`src/pkg/sr_map.svh`:
```
// Register offsets, field positions, reset values and timing counts for the serial receiver.
// Assumes inclusion by bare name from the receiver, assertion and bench modules.
//
// Function
// [RULE_01] Character length is 8 or 9 data bits, chosen by control one length bit.
// [RULE_02] Ninth-bit field holds bit 8 in 9-bit mode, copy of bit 7 otherwise.
// [RULE_03] Completed character moves into data register and sets receive-full flag.
// [RULE_04] Receive interrupt enable lets receive-full raise a CPU or DMA request.
// [RULE_05] DMA enable routes receive-full to DMA request and suppresses CPU request.
// [RULE_06] Receive pin is sampled on a tick at sixteen times the baud rate.
// [RULE_07] Tick counter resyncs after start bit and on voted one-to-zero data change.
// [RULE_08] Start search needs a zero after three ones; counting starts at that edge.
// [RULE_09] Start samples at ticks 3,5,7; two zeros verify; disagreement flags noise.
// [RULE_10] Failed start verification resets tick counter and restarts search.
// [RULE_11] Data bit is majority of ticks 8,9,10; disagreement sets noise flag.
// [RULE_12] Ones at ticks 8 to 10 of verified start set noise, start still kept.
// [RULE_13] Stop bit voted at ticks 8,9,10; majority zero framing error; disagreement noise.
// [RULE_14] Missing stop bit sets framing error, including on a break character.
// [RULE_15] Framing error rises in the same cycle as receive-full.
// [RULE_16] Tick counter resyncs on every valid falling edge inside a character.
// [RULE_17] Data register is a read-only holding buffer toward the bus.
// [RULE_18] Break sets full and framing error, clears data and ninth bit, sets break flag.
// [RULE_19] Character completing while full sets overrun, keeps old data, drops new one.
// [RULE_20] Full clears after status-one read then data read, or by DMA data read alone.
// [RULE_21] Tick comes from a configurable baud divider; search only while receiver enabled.
`ifndef SR_MAP_SVH
`define SR_MAP_SVH
`define SR_OFF_CTRL_ONE    8'h13
`define SR_OFF_CTRL_TWO    8'h14
`define SR_OFF_CTRL_THREE  8'h15
`define SR_OFF_STATUS_ONE  8'h16
`define SR_OFF_STATUS_TWO  8'h17
`define SR_OFF_DATA        8'h18
`define SR_OFF_BAUD        8'h19
`define SR_ADDR_W          10
`define SR_CTRL_ONE_MASK   8'h10
`define SR_CTRL_TWO_MASK   8'h24
`define SR_CTRL_THREE_MASK 8'h20
`define SR_BAUD_MASK       8'h37
`define SR_RST_BYTE        8'h00
`define SR_BIT_LEN         4
`define SR_BIT_RXIE        5
`define SR_BIT_RXEN        2
`define SR_BIT_DMA         5
`define SR_TICKS_PER_BIT   5'd16
`define SR_TICK_START_A    5'd3
`define SR_TICK_START_B    5'd5
`define SR_TICK_START_C    5'd7
`define SR_TICK_VOTE_A     5'd8
`define SR_TICK_VOTE_B     5'd9
`define SR_TICK_VOTE_C     5'd10
`define SR_AXI_OKAY        2'b00
`define SR_AXI_SLVERR      2'b10
`endif

```
`src/pkg/sr_pkg.sv`:
```
// Types for the serial receiver.
// Assumes sr_map.svh is on the include path.
package sr_pkg;
  typedef enum logic [1:0] {
    SR_IDLE  = 2'b00,
    SR_START = 2'b01,
    SR_DATA  = 2'b10,
    SR_STOP  = 2'b11
  } sr_state_e;

  typedef struct packed {
    logic [7:0] data;
    logic       ninth;
    logic       noise;
    logic       frame_err;
    logic       brk;
  } sr_char_s;
endpackage

```
`src/hdl/sr_receiver.sv`:
```
// Asynchronous serial receiver with AXI4-Lite register slave.
// Assumes a remote transmitter on rx_pin and one aclk domain.
`timescale 1ns/1ps
`include "sr_map.svh"
module sr_receiver #(
  parameter int DIV_W = 12
) (
  input  wire logic                   aclk,
  input  wire logic                   aresetn,
  input  wire logic [`SR_ADDR_W-1:0]  s_axi_awaddr,
  input  wire logic                   s_axi_awvalid,
  output logic                        s_axi_awready,
  input  wire logic [31:0]            s_axi_wdata,
  input  wire logic [3:0]             s_axi_wstrb,
  input  wire logic                   s_axi_wvalid,
  output logic                        s_axi_wready,
  output logic [1:0]                  s_axi_bresp,
  output logic                        s_axi_bvalid,
  input  wire logic                   s_axi_bready,
  input  wire logic [`SR_ADDR_W-1:0]  s_axi_araddr,
  input  wire logic                   s_axi_arvalid,
  output logic                        s_axi_arready,
  output logic [31:0]                 s_axi_rdata,
  output logic [1:0]                  s_axi_rresp,
  output logic                        s_axi_rvalid,
  input  wire logic                   s_axi_rready,
  input  wire logic                   rx_pin,
  input  wire logic                   dma_rd_strobe,
  output logic [7:0]                  dma_rd_data,
  output logic                        rx_irq_req,
  output logic                        rx_dma_req
);
  initial begin
    if (DIV_W < 2 || DIV_W > 16) begin
      $error("sr_receiver: DIV_W out of range");
    end
  end

  // ----------------------------------------
  // Majority and disagreement helpers
  // ----------------------------------------
  function automatic logic vote3(input logic [2:0] s);
    vote3 = (s[0] & s[1]) | (s[0] & s[2]) | (s[1] & s[2]);
  endfunction

  function automatic logic split3(input logic [2:0] s);
    split3 = ~((&s) | ~(|s));
  endfunction

  // ----------------------------------------
  // Control registers
  // ----------------------------------------
  logic [7:0]       ctrl_one_q;
  logic [7:0]       ctrl_two_q;
  logic [7:0]       ctrl_three_q;
  logic [7:0]       baud_q;
  wire              len9_w  = ctrl_one_q[`SR_BIT_LEN];
  wire              rxie_w  = ctrl_two_q[`SR_BIT_RXIE];
  wire              rxen_w  = ctrl_two_q[`SR_BIT_RXEN];
  wire              dmaen_w = ctrl_three_q[`SR_BIT_DMA];
  wire [DIV_W-1:0]  divisor_w;
  logic             tick;
  logic             rx_s;

  // Baud field: prescale bits 5:4, rate bits 2:0
  assign divisor_w = DIV_W'({baud_q[5:4], baud_q[2:0]});

  sr_tick_gen #(.DIV_W(DIV_W)) u_tick (
    .aclk    (aclk),
    .aresetn (aresetn),
    .divisor (divisor_w),
    .tick    (tick)
  );

  sr_sync u_sync (
    .aclk    (aclk),
    .aresetn (aresetn),
    .din     (rx_pin),
    .dout    (rx_s)
  );

  // ----------------------------------------
  // Receive state machine
  // ----------------------------------------
  sr_pkg::sr_state_e state_q;
  logic [4:0]        rt_q;
  logic [2:0]        hist_q;
  logic [2:0]        samp_q;
  logic [3:0]        bitn_q;
  logic [8:0]        shift_q;
  logic              noise_q;
  logic              prev_bit_q;
  logic              done_q;
  sr_pkg::sr_char_s  char_q;

  wire        search_fall_w = rxen_w & (hist_q == 3'b111) & ~rx_s;
  wire [4:0]  rt_next_w     = rt_q + 5'd1;
  wire        at_a_w        = (rt_q == `SR_TICK_START_A) || (rt_q == `SR_TICK_VOTE_A);
  wire        at_b_w        = (rt_q == `SR_TICK_START_B) || (rt_q == `SR_TICK_VOTE_B);
  wire        at_c_w        = (rt_q == `SR_TICK_START_C);
  wire        at_vote_w     = (rt_q == `SR_TICK_VOTE_C);
  wire [2:0]  start_s_w     = {samp_q[2], samp_q[1], rx_s};
  wire [2:0]  vote_s_w      = {samp_q[2], samp_q[1], rx_s};
  wire        vbit_w        = vote3(vote_s_w);
  wire [3:0]  nbits_w       = len9_w ? 4'd9 : 4'd8;
  wire        last_w        = (rt_q == (`SR_TICKS_PER_BIT - 5'd1));
  // Resync on a voted one-to-zero change inside the character
  wire        fall_in_w     = tick & (state_q == sr_pkg::SR_DATA) & prev_bit_q & ~rx_s
                              & (rt_q > `SR_TICK_VOTE_C);
  wire [8:0]  full_w        = {rx_s, shift_q[8:1]};

  always_ff @(posedge aclk) begin
    if (!aresetn) begin
      state_q    <= sr_pkg::SR_IDLE;
      rt_q       <= '0;
      hist_q     <= '0;
      samp_q     <= '0;
      bitn_q     <= '0;
      shift_q    <= '0;
      noise_q    <= 1'b0;
      prev_bit_q <= 1'b1;
      done_q     <= 1'b0;
      char_q     <= '0;
    end else begin
      done_q <= 1'b0;
      if (tick) begin
        // see [RULE_06]
        hist_q <= {hist_q[1:0], rx_s};
        rt_q   <= rt_next_w;
        if (at_a_w) begin
          samp_q[2] <= rx_s;
        end
        if (at_b_w) begin
          samp_q[1] <= rx_s;
        end
        case (state_q)
          sr_pkg::SR_IDLE: begin
            rt_q <= '0;
            if (search_fall_w) begin
              // see [RULE_08] [RULE_21]
              state_q <= sr_pkg::SR_START;
              rt_q    <= 5'd1;
              noise_q <= 1'b0;
            end
          end
          sr_pkg::SR_START: begin
            if (at_c_w) begin
              if (vote3(start_s_w)) begin
                // see [RULE_10]
                state_q <= sr_pkg::SR_IDLE;
                rt_q    <= '0;
                hist_q  <= '0;
              end else if (split3(start_s_w)) begin
                noise_q <= 1'b1; // see [RULE_09]
              end
            end
            if (at_vote_w && (|vote_s_w)) begin
              noise_q <= 1'b1; // see [RULE_12]
            end
            if (last_w) begin
              // see [RULE_07]
              state_q    <= sr_pkg::SR_DATA;
              rt_q       <= '0;
              bitn_q     <= '0;
              prev_bit_q <= 1'b0;
            end
          end
          sr_pkg::SR_DATA: begin
            if (at_vote_w) begin
              // see [RULE_11]
              shift_q    <= {vbit_w, shift_q[8:1]};
              prev_bit_q <= vbit_w;
              if (split3(vote_s_w)) begin
                noise_q <= 1'b1;
              end
            end
            if (fall_in_w) begin
              // see [RULE_07] [RULE_16]
              rt_q       <= 5'd1;
              bitn_q     <= bitn_q + 4'd1;
              prev_bit_q <= 1'b0;
              if (bitn_q + 4'd1 == nbits_w) begin
                state_q <= sr_pkg::SR_STOP;
              end
            end else if (last_w) begin
              rt_q   <= '0;
              bitn_q <= bitn_q + 4'd1;
              if (bitn_q + 4'd1 == nbits_w) begin
                state_q <= sr_pkg::SR_STOP;
              end
            end
          end
          sr_pkg::SR_STOP: begin
            if (at_vote_w) begin
              // see [RULE_13] [RULE_14] [RULE_01]
              state_q         <= sr_pkg::SR_IDLE;
              rt_q            <= '0;
              hist_q          <= '0;
              done_q          <= 1'b1;
              char_q.frame_err <= ~vbit_w;
              char_q.noise    <= noise_q | split3(vote_s_w);
              char_q.brk      <= ~vbit_w & ~(|(len9_w ? shift_q : {1'b0, shift_q[8:1]}));
              if (len9_w) begin
                char_q.data  <= shift_q[7:0];
                char_q.ninth <= shift_q[8];
              end else begin
                char_q.data  <= shift_q[8:1];
                char_q.ninth <= shift_q[8]; // see [RULE_02]
              end
            end
          end
          default: begin
            state_q <= sr_pkg::SR_IDLE;
          end
        endcase
        if (!rxen_w) begin
          state_q <= sr_pkg::SR_IDLE;
        end
      end
    end
  end

  // ----------------------------------------
  // Status flags and data buffer
  // ----------------------------------------
  logic [7:0] data_q;
  logic       ninth_q;
  logic       full_q;
  logic       noise_f_q;
  logic       fe_q;
  logic       ovr_q;
  logic       brk_q;
  logic       armed_q;

  // Register index is the byte address divided by four
  wire rd_data_w   = s_axi_arvalid & s_axi_arready & (s_axi_araddr == {`SR_OFF_DATA, 2'b00});
  wire rd_stat1_w  = s_axi_arvalid & s_axi_arready
                     & (s_axi_araddr == {`SR_OFF_STATUS_ONE, 2'b00});
  wire dma_mode_w  = rxie_w & dmaen_w;
  // see [RULE_20]
  wire clr_full_w  = (rd_data_w & armed_q) | (dma_rd_strobe & dma_mode_w);
  wire clr_err_w   = rd_data_w & armed_q;
  wire accept_w    = done_q & ~full_q;
  wire overrun_w   = done_q & full_q;

  assign dma_rd_data = data_q; // see [RULE_17]
  // see [RULE_04] [RULE_05]
  assign rx_irq_req  = full_q & rxie_w & ~dmaen_w;
  assign rx_dma_req  = full_q & rxie_w & dmaen_w;

  always_ff @(posedge aclk) begin
    if (!aresetn) begin
      data_q    <= '0;
      ninth_q   <= 1'b0;
      full_q    <= 1'b0;
      noise_f_q <= 1'b0;
      fe_q      <= 1'b0;
      ovr_q     <= 1'b0;
      brk_q     <= 1'b0;
      armed_q   <= 1'b0;
    end else begin
      if (rd_stat1_w) begin
        armed_q <= 1'b1;
      end else if (rd_data_w) begin
        armed_q <= 1'b0;
      end
      if (clr_full_w) begin
        full_q <= 1'b0;
      end
      if (clr_err_w) begin
        noise_f_q <= 1'b0;
        fe_q      <= 1'b0;
        ovr_q     <= 1'b0;
        brk_q     <= 1'b0;
      end
      // Set wins over clear
      if (accept_w) begin
        // see [RULE_03] [RULE_15] [RULE_18]
        full_q    <= 1'b1;
        data_q    <= char_q.brk ? 8'h00 : char_q.data;
        ninth_q   <= char_q.brk ? 1'b0 : char_q.ninth;
        fe_q      <= char_q.frame_err | fe_q & ~clr_err_w;
        noise_f_q <= char_q.noise | noise_f_q & ~clr_err_w;
        brk_q     <= char_q.brk | brk_q & ~clr_err_w;
      end
      if (overrun_w) begin
        ovr_q <= 1'b1; // see [RULE_19]
      end
    end
  end

  // ----------------------------------------
  // AXI4-Lite slave
  // ----------------------------------------
  logic        aw_q;
  logic        w_q;
  logic [7:0]  awaddr_q;
  logic [7:0]  wdata_q;
  logic        wstrb0_q;
  logic        bvalid_q;
  logic [1:0]  bresp_q;
  logic        rvalid_q;
  logic [31:0] rdata_q;
  logic [1:0]  rresp_q;

  wire       do_wr_w   = aw_q & w_q & ~bvalid_q;
  wire [7:0] rd_addr_w = s_axi_araddr[9:2];
  wire       rd_hit_w  = (s_axi_araddr[1:0] == 2'b00) && (rd_addr_w >= `SR_OFF_CTRL_ONE)
                         && (rd_addr_w <= `SR_OFF_BAUD);
  wire       wr_hit_w  = (awaddr_q == `SR_OFF_CTRL_ONE) || (awaddr_q == `SR_OFF_CTRL_TWO)
                         || (awaddr_q == `SR_OFF_CTRL_THREE) || (awaddr_q == `SR_OFF_BAUD)
                         || (awaddr_q == `SR_OFF_STATUS_ONE) || (awaddr_q == `SR_OFF_STATUS_TWO)
                         || (awaddr_q == `SR_OFF_DATA);
  logic [7:0] rd_mux_w;

  always_comb begin
    case (rd_addr_w)
      `SR_OFF_CTRL_ONE:   rd_mux_w = ctrl_one_q;
      `SR_OFF_CTRL_TWO:   rd_mux_w = ctrl_two_q;
      `SR_OFF_CTRL_THREE: rd_mux_w = {ninth_q, 1'b0, ctrl_three_q[5], 5'b0_0000};
      `SR_OFF_STATUS_ONE: rd_mux_w = {2'b00, full_q, 1'b0, ovr_q, noise_f_q, fe_q, 1'b0};
      `SR_OFF_STATUS_TWO: rd_mux_w = {6'b00_0000, brk_q, 1'b0};
      `SR_OFF_DATA:       rd_mux_w = data_q;
      `SR_OFF_BAUD:       rd_mux_w = baud_q;
      default:            rd_mux_w = 8'h00;
    endcase
  end

  assign s_axi_awready = ~aw_q;
  assign s_axi_wready  = ~w_q;
  assign s_axi_bvalid  = bvalid_q;
  assign s_axi_bresp   = bresp_q;
  assign s_axi_arready = ~rvalid_q;
  assign s_axi_rvalid  = rvalid_q;
  assign s_axi_rdata   = rdata_q;
  assign s_axi_rresp   = rresp_q;

  always_ff @(posedge aclk) begin
    if (!aresetn) begin
      aw_q         <= 1'b0;
      w_q          <= 1'b0;
      awaddr_q     <= '0;
      wdata_q      <= '0;
      wstrb0_q     <= 1'b0;
      bvalid_q     <= 1'b0;
      bresp_q      <= `SR_AXI_OKAY;
      rvalid_q     <= 1'b0;
      rdata_q      <= '0;
      rresp_q      <= `SR_AXI_OKAY;
      ctrl_one_q   <= `SR_RST_BYTE;
      ctrl_two_q   <= `SR_RST_BYTE;
      ctrl_three_q <= `SR_RST_BYTE;
      baud_q       <= `SR_RST_BYTE;
    end else begin
      if (s_axi_awvalid && !aw_q) begin
        aw_q     <= 1'b1;
        awaddr_q <= (s_axi_awaddr[1:0] == 2'b00) ? s_axi_awaddr[9:2] : 8'hFF;
      end
      if (s_axi_wvalid && !w_q) begin
        w_q      <= 1'b1;
        wdata_q  <= s_axi_wdata[7:0];
        wstrb0_q <= s_axi_wstrb[0];
      end
      if (do_wr_w) begin
        aw_q     <= 1'b0;
        w_q      <= 1'b0;
        bvalid_q <= 1'b1;
        bresp_q  <= wr_hit_w ? `SR_AXI_OKAY : `SR_AXI_SLVERR;
        if (wstrb0_q) begin
          case (awaddr_q)
            `SR_OFF_CTRL_ONE:   ctrl_one_q   <= wdata_q & `SR_CTRL_ONE_MASK;
            `SR_OFF_CTRL_TWO:   ctrl_two_q   <= wdata_q & `SR_CTRL_TWO_MASK;
            `SR_OFF_CTRL_THREE: ctrl_three_q <= wdata_q & `SR_CTRL_THREE_MASK;
            `SR_OFF_BAUD:       baud_q       <= wdata_q & `SR_BAUD_MASK;
            default:            ctrl_one_q   <= ctrl_one_q;
          endcase
        end
      end
      if (bvalid_q && s_axi_bready) begin
        bvalid_q <= 1'b0;
      end
      if (s_axi_arvalid && !rvalid_q) begin
        rvalid_q <= 1'b1;
        rdata_q  <= {24'h00_0000, rd_mux_w};
        rresp_q  <= rd_hit_w ? `SR_AXI_OKAY : `SR_AXI_SLVERR;
      end else if (rvalid_q && s_axi_rready) begin
        rvalid_q <= 1'b0;
      end
    end
  end
endmodule

```
`src/hdl/sr_sync.sv`:
```
// Two-flop synchroniser for the receive pin.
// Assumes the input is asynchronous to aclk; idles high.
`timescale 1ns/1ps
module sr_sync (
  input  wire logic aclk,
  input  wire logic aresetn,
  input  wire logic din,
  output logic      dout
);
  logic meta_q;
  logic sync_q;

  assign dout = sync_q;

  always_ff @(posedge aclk) begin
    if (!aresetn) begin
      meta_q <= 1'b1;
      sync_q <= 1'b1;
    end else begin
      meta_q <= din;
      sync_q <= meta_q;
    end
  end
endmodule

```
`src/hdl/sr_tick_gen.sv`:
```
// Sampling tick divider at sixteen times the baud rate.
// Assumes divisor is set by software; one-cycle tick output.
`timescale 1ns/1ps
module sr_tick_gen #(
  parameter int DIV_W = 12
) (
  input  wire logic             aclk,
  input  wire logic             aresetn,
  input  wire logic [DIV_W-1:0] divisor,
  output logic                  tick
);
  initial begin
    if (DIV_W < 2 || DIV_W > 16) begin
      $error("sr_tick_gen: DIV_W out of range");
    end
  end

  logic [DIV_W-1:0] cnt_q;
  logic [DIV_W-1:0] cnt_d;
  wire              wrap_w = (cnt_q >= divisor);

  assign cnt_d = wrap_w ? '0 : cnt_q + 1'b1;
  assign tick  = wrap_w;

  // see [RULE_21]
  always_ff @(posedge aclk) begin
    if (!aresetn) begin
      cnt_q <= '0;
    end else begin
      cnt_q <= cnt_d;
    end
  end
endmodule

```
`config.mk`:
```
export PLATFORM = sky130hd
export DESIGN_NAME = sr_receiver
export DESIGN_NICKNAME = d
export VERILOG_FILES = /design/src/pkg/sr_pkg.sv /design/src/hdl/sr_receiver.sv /design/src/hdl/sr_sync.sv /design/src/hdl/sr_tick_gen.sv
export VERILOG_INCLUDE_DIRS = /design/src /design/src/pkg
export SDC_FILE = /design/constraint.sdc
export NUM_CORES = 1
export LEC_CHECK = 0
export BUFFER_PORTS_ARGS = -buffer_cell sky130_fd_sc_hd__buf_2
export CAP_MARGIN = 20
export CORE_MARGIN = 2
export CORE_UTILIZATION = 35
export DETAILED_ROUTE_END_ITERATION = 16
export PLACE_DENSITY = 0.61
export SLEW_MARGIN = 20
export SYNTH_ARGS = -nofsm -noshare
export SYNTH_HDL_FRONTEND = slang
export SYNTH_HIERARCHICAL = 1
export SYNTH_SLANG_ARGS = --single-unit
```
`constraint.sdc`:
```
create_clock -name aclk -period 3.1 [get_ports aclk]
set_clock_uncertainty 0.2 [all_clocks]
set_input_delay 0.93 -clock aclk [delete_from_list [all_inputs] [get_ports aclk]]
set_output_delay 0.93 -clock aclk [all_outputs]
set_load 0.01 [all_outputs]
```
==> reports/metrics.yaml <==
tightest_slew_ns: 0.8069
critPathMaxStageDelay_ns: 0.51
critPathTopFamily: "simple AND/OR/NAND/NOR gates"
cp.required_ns: 3.19
final_cells: 901
cts_root_buffer: "clkbuf_16"
setup_viol: 0
powerDensity_nw_per_um2: 432.7
ys.flop_type: "dfxtp_1"
antenna_found_initial: 0
synth_seq_cells: 106
post_drt_wl_per_cell_um: 14.18
drtIter0Drc: 240
cts.reportedPaths.clkPinSlew_ns: 0.07
synth.yosys.seq_area_share: 0.3689
dp_cells: 884
drc: 0
via_per_inst: 5.013
hpwl_mm: 9.471
period_needed_ns: 2.948
hold_viol_final: 0
ys_types: 71
hp-class: "reg -> reg"
chipWidth_um: 132.2
grt_pass1_vias: 4307
cts_tree: "built"
syn-cell-area_um2: 5752
overflow: 0
numPortBuffers: 59
synth_edf_count: 0
r2r_end: "state_q[1]"
grt_pass1_wl_mm: 21.27
grt_max_degree: 39
std_cell_rows: 46
initial_utilization: 0.3595
syn_avg_cell_area_um2: 9.247
nNetsFinal: 772
whs_path_depth: 1
fin_setup_tns_ns: 0
r2r-start: "u_tick/cnt_q[9]"
fin_ws_ns: 0.1524
holdPathEnd: "u_sync/dout"
final_common_cell: "dfxtp_1"
clk_path_buf_depth: 2
cp-end-kind: "register"
cp_max_fo: 5
h-tree-depth: 3
gp_congestion: 0.8487
clock_latency_ns: 0.35
pre_cts_slack_ns: 0.06545
path_class: "reg -> reg"
reg2reg_depth: 10
antennaDiodeCount: 0
max_slew_margin: 0.4610
cts_made_buffers: 9
postRouteWirelength_mm: 12.78
crit_chain: "ha_1 > nand4_2 > nor4_2 > o31a_1 > or3_1 > nand3b_4 > a211oi_4 > o211ai_4 > or4_1 > a21boi_1"
synthCells: 622
rsz0062_at_grt: "false"
min_from: "u_sync/meta_q"
arrival_ns: 3.04
drt_first_pass_iters: 4
cap_violations: 0
core_area_um2: 16000
vias: 4517
layout_common_cells: "106 x dfxtp_1, 63 x nand2_1, 59 x buf_2"
drive_above_1_share: 0.1942
syn_to_final_growth_pct: 14.03
power.leakage_nw: 2.645
maxSlewViolCount: 0
slowest_stage: "or4_1"
ant_nets: 0
die_area_um2: 17480
rrSetupSlack_ns: 0.15
ios: 116
yosys_warnings: 6
status: "complete, no violations"
max_freq_ghz: 0.3393
grt_usage: 0.1476
start_kind: "register"
fin_crit_sh: 0.9509
ir_worst_vdd_mv: 0.3890
ys_async_sr_fraction: 0
cts.sinks: 106
cp.buffers_inverters: 0
die_h_um: 132.2
p_total_w: 0.002838
per-stage QoR:
stage	hold slack, ns	util	area (um2)
4_1_cts	0.2260	0.4067	6507
2_1_floorplan	0.1863	-	5872
3_5_place_dp	0.1980	0.3868	6188
5_1_grt	0.2299	0.4099	6559
6_report	0.2214	0.4099	6559
3_3_place_gp	0.2097	0.3868	6188
flip-flops by register name, indices dropped and copies added, names as in the netlist, 8 cells and up:
name and cells:
shift_q 9, dma_rd_data 8, s_axi_rdata 8, awaddr_q 8
u_tick/cnt_q 12, char_q 12
logic make-up (layout without fill, tap and decap cells):
group           count (synthesis)  in the layout  share of synthesized area
compound gates                111            111                     0.1573
xor+xnor                       14             14                    0.02132
fa+ha+maj                      28             28                    0.06069
buf+inv                        88            119                    0.08179
flops                         106            106                     0.3689
mux                            39             39                    0.06896
other cells                     1             33                  0.0006520
simple gates                  235            235                     0.2404
report_power, final:
part           internal [W]  total [W]  switching, W
Combinational     0.0000863   0.000194      0.000107
Clock              0.000711    0.00123      0.000519
Sequential          0.00139    0.00141     0.0000253
Total               0.00219    0.00284      0.000651
routing by layer:
metal	GRT usage	part of all wire
met5	0	0
met4	0.04421	0.0043
met3	0.03652	0.039
met2	0.2376	0.47
met1	0.1958	0.49
worst max path at each step:
stage | startpoint | endpoint | slack [ns] | depth (start not counted)
6_report | u_tick/cnt_q[9] | state_q[1] | 0.15 | 10
5_1_grt | u_tick/cnt_q[8] | noise_q | 0.04 | 9
4_1_cts | u_tick/cnt_q[9] | bitn_q[3] | 0.04 | 10
3_5_place_dp | u_tick/cnt_q[9] | bitn_q[3] | 0.07 | 10
3_3_place_gp | u_tick/cnt_q[9] | char_q[3] | 0.13 | 9
2_1_floorplan | u_tick/cnt_q[9] | state_q[1] | 0.26 | 10
synth_stat cells, types with 11 or more instances:
master | count | area, um2
a21boi_0 | 24 | 180.2
buf_4 | 27 | 202.7
clkbuf_1 | 26 | 97.59
dfxtp_1 | 106 | 2122
ha_1 | 27 | 337.8
inv_1 | 26 | 97.59
mux2i_1 | 34 | 340.3
nand2_1 | 63 | 236.5
nand2b_1 | 11 | 68.82
nand3_1 | 23 | 115.1
nor2_1 | 22 | 82.58
nor2b_1 | 39 | 244.0
o211a_1 | 14 | 140.1
timing repair:
action                                  CTS  global route
hold buffers                              0             0
buffers inserted                          0             1
endpoints found under the setup margin    0            20
resized for setup                         0             7
layout make-up:
cell class / instances / area [um2]
multi-input cells: 460 / 3323
flip-flops and latches: 106 / 2122
well taps: 216 / 270.3
clock buffers: 10 / 229.0
fillers: 1613 / 9442
repair buffers: 76 / 422.9
inverters: 27 / 101.3
clock inverters: 6 / 90.09
No activity file was read; power rests on OpenSTA's default activity.
